==> config.mk <==
export PLATFORM = sky130hd
export DESIGN_NAME = scmr_top
export DESIGN_NICKNAME = d
export VERILOG_FILES = /design/src/scmr_sync.v /design/src/scmr_fifo.v /design/src/scmr_top.v
export VERILOG_INCLUDE_DIRS = /design/src /design/src/inc
export SDC_FILE = /design/constraint.sdc
export NUM_CORES = 1
export LEC_CHECK = 0
export BUFFER_PORTS_ARGS = -buffer_cell sky130_fd_sc_hd__buf_4
export CORE_ASPECT_RATIO = 1.5
export CORE_UTILIZATION = 50
export DETAILED_ROUTE_END_ITERATION = 8
export PLACE_DENSITY = 0.7
export REMOVE_ABC_BUFFERS = 1
export SLEW_MARGIN = 20
export SYNTH_ARGS = -nofsm -noshare
export SYNTH_HDL_FRONTEND = slang
export SYNTH_SLANG_ARGS = --single-unit
==> constraint.sdc <==
create_clock -name core_clk -period 5.8 [get_ports core_clk]
set_clock_uncertainty 0.2 [all_clocks]
set_input_delay 0.58 -clock core_clk [delete_from_list [all_inputs] [get_ports core_clk]]
set_output_delay 0.58 -clock core_clk [all_outputs]
set_load 0.005 [all_outputs]
==> src/inc/scmr_defines.vh <==
// Constants for the synthesizer control and modulation register bank.
// Assumes a 25 MHz core clock; serial pins are asynchronous to it.
`ifndef SCMR_DEFINES_VH
`define SCMR_DEFINES_VH
`define SCMR_ADDR_PHASE 4'h6
`define SCMR_ADDR_POWER 4'h7
`define SCMR_ADDR_MODCFG 4'h8
`define SCMR_ADDR_SAMPLE 4'h9
`define SCMR_ADDR_BITS 4
`define SCMR_DATA_BITS 12
`define SCMR_FRAME_BITS 16
`define SCMR_SAMPLE_MIN 2
`define SCMR_SAMPLE_MAX 12
`define SCMR_MAG_MAX 4'hD
`define SCMR_RESET_VAL 12'h000
// Field positions, phase register
`define SCMR_GAIN_LSB 0
`define SCMR_GAIN_MSB 4
`define SCMR_STEER_BIT 5
// Field positions, power register
`define SCMR_FULLPD_BIT 0
`define SCMR_SYNPD_BIT 1
`define SCMR_INTMODE_BIT 2
`define SCMR_FRAC10_BIT 3
`define SCMR_TRI_BIT 4
`define SCMR_MON_LSB 6
`define SCMR_MON_MSB 8
// Field positions, modulation config register
`define SCMR_MAG_LSB 0
`define SCMR_MAG_MSB 3
`define SCMR_MODIN_BIT 4
`define SCMR_NOADDR_BIT 5
// Monitor codes
`define SCMR_MON_OSC 3'h0
`define SCMR_MON_REF 3'h2
`define SCMR_MON_PD 3'h4
`define SCMR_MON_LOOP 3'h5
`define SCMR_MON_TEST 3'h6
// Gain: current in units of 31.25 uA is code plus one
`define SCMR_GAIN_STEP_NA 31250
`define SCMR_FIFO_DEPTH 4
`define SCMR_CLK_PERIOD_NS 40
`endif

==> src/scmr_sync.v <==
// Two-flop synchroniser for a bundle of asynchronous pins.
// Assumes each bit is an independent level.
`timescale 1ns/1ns
module scmr_sync #(
	parameter W = 1
) (
	// Clock and reset
	input wire clk,
	input wire rst,
	// Levels
	input wire [W-1:0] d,
	output wire [W-1:0] q
);
	reg [W-1:0] meta_q;
	reg [W-1:0] sync_q;
	always @(posedge clk or posedge rst) begin
		if (rst) begin
			meta_q <= {W{1'b0}};
			sync_q <= {W{1'b0}};
		end else begin
			meta_q <= d;
			sync_q <= meta_q;
		end
	end
	assign q = sync_q;
endmodule

==> src/scmr_fifo.v <==
// Small synchronous FIFO with valid/ready on both sides.
// Assumes one clock; read data come from a register.
`timescale 1ns/1ns
module scmr_fifo #(
	parameter W = 12,
	parameter DEPTH = 4,
	parameter AW = 2
) (
	// Clock and reset
	input wire clk,
	input wire rst,
	// Fill side
	input wire in_valid,
	output wire in_ready,
	input wire [W-1:0] in_data,
	// Drain side
	output wire out_valid,
	input wire out_ready,
	output wire [W-1:0] out_data
);
	reg [W-1:0] mem [0:DEPTH-1];
	reg [AW:0] wr_q;
	reg [AW:0] rd_q;
	reg [W-1:0] dout_q;
	reg dval_q;
	wire [AW:0] used = wr_q - rd_q;
	wire full = (used == DEPTH[AW:0]);
	wire mem_empty = (wr_q == rd_q);
	wire push = in_valid && !full;
	// Output register refills when empty or being taken
	wire pop = !mem_empty && (!dval_q || out_ready);
	assign in_ready = !full;
	assign out_valid = dval_q;
	assign out_data = dout_q;
	always @(posedge clk) begin
		if (push) begin
			mem[wr_q[AW-1:0]] <= in_data;
		end
	end
	always @(posedge clk or posedge rst) begin
		if (rst) begin
			wr_q <= {(AW+1){1'b0}};
			rd_q <= {(AW+1){1'b0}};
			dout_q <= {W{1'b0}};
			dval_q <= 1'b0;
		end else begin
			if (push) begin
				wr_q <= wr_q + 1'b1;
			end
			if (pop) begin
				rd_q <= rd_q + 1'b1;
				dout_q <= mem[rd_q[AW-1:0]];
				dval_q <= 1'b1;
			end else if (out_ready) begin
				dval_q <= 1'b0;
			end
		end
	end
endmodule

==> src/scmr_top.v <==
// Serial-loaded control registers and direct modulation path.
// Assumes strobe, serial clock, data, modulation pin and compare clock
// are asynchronous and much slower than core_clk.
`timescale 1ns/1ns
`include "scmr_defines.vh"
module scmr_top #(
	parameter DW = 12,
	parameter DEPTH = 4,
	parameter MAG_W = 4
) (
	// Clock and reset
	input wire core_clk,
	input wire rst,
	// Serial port
	input wire ser_cs_n,
	input wire ser_clk,
	input wire ser_data,
	input wire modulation_input_pin,
	// Timing references
	input wire ref_osc,
	input wire divided_reference,
	input wire phase_compare_clock,
	input wire serial_test_out,
	// Lock status and steering request from the loop
	input wire locked,
	input wire steer_req,
	// Lock/steer pin, open-collector for lock, driven high while steering, oe low drives
	output wire lock_detect_steer_o,
	output wire lock_detect_steer_oe_n,
	// Monitor pin, oe low drives
	output wire monitor_output_o,
	output wire monitor_output_oe_n,
	// Analog and modulator controls
	output reg [4:0] pump_gain,
	output reg full_power_down,
	output reg synth_power_down,
	output reg integer_mode,
	output reg sigma_delta_off,
	output reg frac_10bit,
	// Offset to add to channel center, in fine modulator steps
	output reg signed [DW+13-1:0] freq_offset,
	output reg offset_valid
);
	// Sync serial, modulation, compare clock and lock pins
	wire [5:0] pins_s;
	scmr_sync #(
		.W(6)
	) u_sync (
		.clk(core_clk),
		.rst(rst),
		.d({
			ser_cs_n,
			ser_clk,
			ser_data,
			modulation_input_pin,
			phase_compare_clock,
			locked
		}),
		.q(pins_s)
	);
	wire cs_n_s = pins_s[5];
	wire sclk_s = pins_s[4];
	wire sdat_s = pins_s[3];
	wire min_s = pins_s[2];
	wire pcc_s = pins_s[1];
	wire lock_s = pins_s[0];

	// Monitor sources and steering level are pins too; two flops first
	wire [3:0] aux_s;
	scmr_sync #(
		.W(4)
	) u_sync_aux (
		.clk(core_clk),
		.rst(rst),
		.d({ref_osc, divided_reference, serial_test_out, steer_req}),
		.q(aux_s)
	);
	wire osc_s = aux_s[3];
	wire dref_s = aux_s[2];
	wire test_s = aux_s[1];
	wire steer_s = aux_s[0];

	reg cs_prev_q;
	reg sclk_prev_q;
	reg pcc_prev_q;
	reg [15:0] shift_q;
	reg [4:0] count_q;
	reg [11:0] phase_q;
	reg [11:0] power_q;
	reg [11:0] modcfg_q;
	reg [11:0] sample_q;
	reg [3:0] width_q;
	reg [3:0] fifo_width_q;

	wire sclk_rise = sclk_s && !sclk_prev_q;
	// Strobe phase: a fall must come before a rise commits, so the low
	// synchroniser level straight after reset never looks like a frame end
	localparam ST_IDLE = 2'b00;
	localparam ST_SHIFT = 2'b01;
	localparam ST_DONE = 2'b10;
	reg [1:0] port_st_q;
	reg [1:0] port_st_d;
	wire cs_fall = !cs_n_s && cs_prev_q;
	always @* begin
		port_st_d = port_st_q;
		case (port_st_q)
			ST_IDLE: begin
				if (cs_fall) begin
					port_st_d = ST_SHIFT;
				end
			end
			ST_SHIFT: begin
				if (cs_n_s) begin
					port_st_d = ST_DONE;
				end
			end
			default: begin
				port_st_d = ST_IDLE;
			end
		endcase
	end
	always @(posedge core_clk or posedge rst) begin
		if (rst) begin
			port_st_q <= ST_IDLE;
		end else begin
			port_st_q <= port_st_d;
		end
	end
	wire cs_rise = (port_st_q == ST_SHIFT) && cs_n_s;
	wire pcc_fall = !pcc_s && pcc_prev_q;
	wire use_modin = modcfg_q[`SCMR_MODIN_BIT];
	wire no_addr = modcfg_q[`SCMR_NOADDR_BIT];

	wire bit_in = use_modin ? min_s : sdat_s;

	// shift MSB first on clock rise
	always @(posedge core_clk or posedge rst) begin
		if (rst) begin
			cs_prev_q <= 1'b0;
			sclk_prev_q <= 1'b0;
			pcc_prev_q <= 1'b0;
			shift_q <= 16'h0000;
			count_q <= 5'h00;
		end else begin
			cs_prev_q <= cs_n_s;
			sclk_prev_q <= sclk_s;
			pcc_prev_q <= pcc_s;
			if (cs_n_s) begin
				count_q <= 5'h00;
			end else if (sclk_rise && count_q != 5'h1F) begin
				shift_q <= {shift_q[14:0], bit_in};
				count_q <= count_q + 5'h01;
			end
		end
	end

	// Strobe rise decode
	wire full_frame = (count_q == `SCMR_FRAME_BITS);
	wire [3:0] frame_addr = shift_q[15:12];
	wire [11:0] frame_data = shift_q[11:0];
	function len_ok;
		input [4:0] n;
		begin
			len_ok = (n >= `SCMR_SAMPLE_MIN) && (n <= `SCMR_SAMPLE_MAX);
		end
	endfunction
	wire short_ok = no_addr && len_ok(count_q);
	// addressed sample only without address disable
	wire addr_sample = full_frame && !no_addr && frame_addr == `SCMR_ADDR_SAMPLE;

	// sign-extend sample of given width to 12 bits
	function [11:0] sext;
		input [11:0] raw;
		input [3:0] w;
		reg [11:0] sh;
		begin
			sh = raw << (5'd12 - {1'b0, w});
			sext = $signed(sh) >>> (5'd12 - {1'b0, w});
		end
	endfunction

	wire fifo_in_ready;
	wire samp_push = cs_rise && (short_ok || addr_sample);
	wire [11:0] samp_data = short_ok ? sext(shift_q[11:0], count_q[3:0]) : frame_data;

	always @(posedge core_clk or posedge rst) begin
		if (rst) begin
			phase_q <= `SCMR_RESET_VAL;
			power_q <= `SCMR_RESET_VAL;
			modcfg_q <= `SCMR_RESET_VAL;
		end else if (cs_rise && full_frame && !short_ok) begin
			if (frame_addr == `SCMR_ADDR_PHASE) begin
				phase_q <= frame_data;
			end else if (frame_addr == `SCMR_ADDR_POWER) begin
				power_q <= frame_data;
			end else if (frame_addr == `SCMR_ADDR_MODCFG) begin
				modcfg_q <= frame_data;
			end
		end
	end

	always @(posedge core_clk or posedge rst) begin
		if (rst) begin
			width_q <= 4'h0;
		end else if (samp_push) begin
			width_q <= short_ok ? count_q[3:0] : 4'hC;
		end
	end

	wire fifo_valid;
	wire [11:0] fifo_data;
	wire fifo_take;
	// Samples wait here until a compare edge; full FIFO drops new ones
	scmr_fifo #(
		.W(DW),
		.DEPTH(DEPTH),
		.AW(2)
	) u_fifo (
		.clk(core_clk),
		.rst(rst),
		.in_valid(samp_push),
		.in_ready(fifo_in_ready),
		.in_data(samp_data),
		.out_valid(fifo_valid),
		.out_ready(fifo_take),
		.out_data(fifo_data)
	);

	reg stage_v_q;
	assign fifo_take = pcc_fall && fifo_valid;
	wire [3:0] mag_raw = modcfg_q[`SCMR_MAG_MSB:`SCMR_MAG_LSB];
	wire [3:0] mag = (mag_raw > `SCMR_MAG_MAX) ? `SCMR_MAG_MAX : mag_raw;
	wire signed [DW+13-1:0] samp_ext = {{13{sample_q[11]}}, sample_q};
	always @(posedge core_clk or posedge rst) begin
		if (rst) begin
			sample_q <= 12'h000;
			stage_v_q <= 1'b0;
			freq_offset <= 25'h0000000;
			offset_valid <= 1'b0;
			fifo_width_q <= 4'h0;
		end else begin
			offset_valid <= 1'b0;
			if (pcc_fall) begin
				stage_v_q <= fifo_valid;
				if (fifo_valid) begin
					sample_q <= fifo_data;
				end
				if (stage_v_q) begin
					freq_offset <= samp_ext <<< mag;
					offset_valid <= 1'b1;
				end
			end
			fifo_width_q <= width_q;
		end
	end

	// Control outputs
	always @(posedge core_clk or posedge rst) begin
		if (rst) begin
			pump_gain <= 5'h00;
			full_power_down <= 1'b0;
			synth_power_down <= 1'b0;
			integer_mode <= 1'b0;
			sigma_delta_off <= 1'b0;
			frac_10bit <= 1'b0;
		end else begin
			pump_gain <= phase_q[`SCMR_GAIN_MSB:`SCMR_GAIN_LSB];
			full_power_down <= power_q[`SCMR_FULLPD_BIT];
			synth_power_down <= power_q[`SCMR_SYNPD_BIT] || power_q[`SCMR_FULLPD_BIT];
			integer_mode <= power_q[`SCMR_INTMODE_BIT];
			sigma_delta_off <= power_q[`SCMR_INTMODE_BIT] || power_q[`SCMR_FULLPD_BIT];
			frac_10bit <= power_q[`SCMR_FRAC10_BIT];
		end
	end

	reg ld_o_q;
	reg ld_oe_n_q;
	always @(posedge core_clk or posedge rst) begin
		if (rst) begin
			ld_o_q <= 1'b0;
			ld_oe_n_q <= 1'b1;
		end else if (phase_q[`SCMR_STEER_BIT]) begin
			// Drive only while steering is asked for, float otherwise
			ld_o_q <= steer_s;
			ld_oe_n_q <= !steer_s;
		end else begin
			// Open collector: pull low when out of lock and not in full power-down, float otherwise
			ld_o_q <= 1'b0;
			ld_oe_n_q <= lock_s || full_power_down;
		end
	end
	assign lock_detect_steer_o = ld_o_q;
	assign lock_detect_steer_oe_n = ld_oe_n_q;

	// monitor source decode, unused codes low
	function mon_pick;
		input [2:0] sel;
		input osc;
		input dref;
		input pcc;
		input loop;
		input test;
		begin
			case (sel)
				`SCMR_MON_OSC: mon_pick = osc;
				`SCMR_MON_REF: mon_pick = dref;
				`SCMR_MON_PD: mon_pick = pcc;
				`SCMR_MON_LOOP: mon_pick = loop;
				`SCMR_MON_TEST: mon_pick = test;
				default: mon_pick = 1'b0;
			endcase
		end
	endfunction
	// Sources are resampled, so only levels well below core_clk show cleanly
	reg mon_q;
	wire [2:0] mon_sel = power_q[`SCMR_MON_MSB:`SCMR_MON_LSB];
	always @(posedge core_clk or posedge rst) begin
		if (rst) begin
			mon_q <= 1'b0;
		end else begin
			mon_q <= mon_pick(mon_sel, osc_s, dref_s, pcc_s, sdat_s, test_s);
		end
	end
	assign monitor_output_o = mon_q;
	assign monitor_output_oe_n = power_q[`SCMR_TRI_BIT];
endmodule

==> results.txt <==
# diodes -> 0
Total Wirelength -> 21000 µm
Drt drc -> 0
Sequential cell area fraction in the yosys report -> 55.6%
Hold Fails Final Rpt -> 0
CP Max Fanout -> 25
Reg clk slew, reported paths -> 70 ps
Synth Flop Type -> dfrtp_1
Die height -> 164 µm
Slew @ Worst Pin -> 1010 ps
Simple-Gate Fraction of Synth Area -> 10.4%
Die width -> 110 µm
Area of the multi-input gates -> 3640 µm²
DR WL/cell -> 21.9 µm
FILL cells -> 1393
I/O pin count -> 52
Vias/cell -> 6.04
Largest family of logic cells by synthesized area -> multiplexers
Max-slew violation count -> 0
Cell variety after synth -> 72
Async set-reset flop share out of synthesis -> 74.1%
Core area -> 17000 µm²
Pwr dens -> 308 nW/µm²
First-pass GRT wire length -> 33400 µm
GRT met3 Usage -> 3.57%
Longest Clk Path Bufs -> 2
Grt peak-use layer -> met2
FF+latch area -> 4870 µm²
Utilization after layout -> 58.1%
Number of DRC markers in iteration 0 -> 278
Final setup vio count -> 0
Hold Path Class -> in2reg
Maximum clock rate -> 0.256 GHz
WP data required -> 5750 ps
H-tree levels -> 4
Post-Syn Area -> 8760 µm²
Root buffer cell -> clkbuf_16
Final Wtd Congestion -> 0.954
Setup WS post-layout -> 1890 ps
CP endpoint kind -> register
Slew HR -> 32.6%
Final period utilization -> 67.5%
Critical path class -> reg2reg
Cts hold-fix bufs -> 0
Syn Area/Cell -> 12.5 µm²
Total of max-cap violations -> 0
RSZ-0062 raised after global routing -> false
TritonCTS clock tree -> built
Detail Route Antenna Nets -> 0
Dpl ws -> 1940 ps
Initial Utilization -> 51.6%
Crit path arrival time -> 3860 ps
Worst-skew pair later-pin latency -> 430 ps
TritonCTS buffer count -> 17
Die Footprint -> 18100 µm²
Post-synthesis mux area share -> 17.3%
Peak VDD IR -> 0.192 mV
Post-cts gate resize count -> 0
First-pass DRT Iterations -> 5
P_leak -> 4.23 nW
Area growth from synthesis to layout -> 12.7%
Hold slack final -> 56.0 ps
Clock sink count -> 185
Synth warn -> 0
Total number of vias -> 5790
Final #Nets -> 759
Post-synthesis adder-cell area fraction -> 1.57%
Ratio of cells with drive above 1 in the final layout -> 25.9%
Gr ovfl total -> 0
CP Launch Type -> register
Post-synth EDFFs -> 48
XOR/XNOR Fraction of Synth Area -> 1.49%
Syn Inst Count -> 703
Non-Filler Instances -> 958
Status -> completed
Placement Rows -> 58
Vias in the first global route -> 6094
Largest net degree at the start of global routing -> 80
Met2 usage -> 46.3%
Setup Fix Bufs, Post-CTS -> 0
Final min period -> 3910 ps
Compound-Gate Fraction of Synth Area -> 10.7%
Tot GR Track Use -> 25.4%
Port bufs -> 51
# placed instances -> 927
Detail Placement HPWL -> 15500 µm
Met1 Use GR -> 26.7%
Initial antenna violation count -> 0
Setup TNS Final -> 0 ps
Post-synthesis register bit count -> 185
==> cell usage after synthesis (all sizes together) (4+ instances only) <==
master | count | area [µm²]
mux2 | 62 | 698
nor2b | 10 | 62.6
nor3b | 5 | 37.5
dfrtp | 136 | 3400
nand4 | 5 | 31.3
o21ai | 35 | 175
nor3 | 11 | 55.1
o211ai | 6 | 50.1
nand2 | 70 | 263
mux2i | 28 | 280
nand3 | 12 | 60.1
and3 | 5 | 31.3
clkbuf | 20 | 75.1
a221oi | 4 | 41.3
a211oi | 7 | 52.6
mux4 | 24 | 541
edfxtp | 48 | 1440
xor2 | 7 | 61.3
a22o | 8 | 70.1
a21oi | 29 | 145
a32oi | 4 | 35.0
a31oi | 4 | 37.5
and2 | 7 | 46.3
nor2 | 44 | 165
inv | 12 | 45.0
xnor2 | 7 | 68.8
buf | 24 | 133
a31o | 4 | 35.0
nand2b | 5 | 31.3
ha | 11 | 138
==> metrics by stage <==
stage,instance area [µm²],total power (W)
2_1_floorplan,8550,0.00171
3_3_place_gp,9260,0.00187
3_5_place_dp,9260,0.00188
4_1_cts,9870,0.00305
5_1_grt,9870,0.00314
6_report,9870,0.00304
==> final cells by class <==
type	count	share of cell area, %
inverters	13	0.545
clock buffers	17	4.31
repair buffers	58	4.41
clock inverters	14	1.86
flip-flops and latches	185	49.3
well taps	210	2.66
multi-input cells	461	36.9
==> metal layers <==
metal	wire, µm	part of all wire [%]
met5	0	0
met4	1290	6.1
met3	470	2.2
met2	11500	55
met1	7770	37
==> critical path: stages, from the launching register on <==
cell,delay (ps)
dfrtp_1,630
inv_1,120
ha_1,850
inv_1,470
nand2_1,150
a21oi_1,100
a21o_1,260
o32a_1,350
a311oi_1,500
==> worst paths after layout <==
check	depth (start not counted)	end	start	slack (ps)
worst max-delay path	8	u_fifo.mem[2][1]	count_q[1]	1890
worst min-delay path	1	u_sync.meta_q[4]	ser_clk	60
worst max register to register	8	u_fifo.mem[2][1]	count_q[1]	1890
worst min register to register	0	u_sync.q[0]	u_sync.meta_q[0]	150
max in group asynchronous	3	shift_q[10]	rst	4140
min in group asynchronous	2	freq_offset[9]	rst	70
==> cells by family after synthesis <==
| logic type | count (synthesis) |
|---|---|
| AOI/OAI and AO/OA | 134 |
| xor gates and xnor gates | 14 |
| adders and majority gates | 11 |
| buffers and inverters | 57 |
| DFF | 185 |
| muxes | 114 |
| and+or+nand+nor | 188 |
==> placed cells by master (no fill, tap or decap), drive strengths merged, types with 7 or more instances in the layout <==
master / n
xor2: 7
a22o: 8
o21ai: 35
nor2b: 10
buf: 58
a21oi: 29
inv: 18
nor2: 44
and2: 7
clkbuf: 17
edfxtp: 48
mux2: 62
nand3: 12
ha: 11
nand2: 70
a211oi: 7
mux4: 24
xnor2: 7
nor3: 11
dfrtp: 136
mux2i: 28
==> report_power, final <==
| part | internal [W] | switching (W) | leakage [nW] |
|---|---|---|---|
| registers | 0.00141 | 0.000120 | 2.27 |
| logic | 0.000125 | 0.000202 | 1.66 |
| clock network | 0.000653 | 0.000529 | 0.296 |
| total | 0.00219 | 0.000851 | 4.23 |
==> registers in the layout (all words and copies together), names as in the netlist, 6 cells and up <==
signal	flops
freq_offset	25
modcfg_q	6
phase_q	6
power_q	8
sample_q	12
shift_q	16
u_fifo.mem	48
u_fifo.out_data	12
u_sync.meta_q	6
u_sync.q	6
Note: power is estimated with default switching activity, not from simulation.
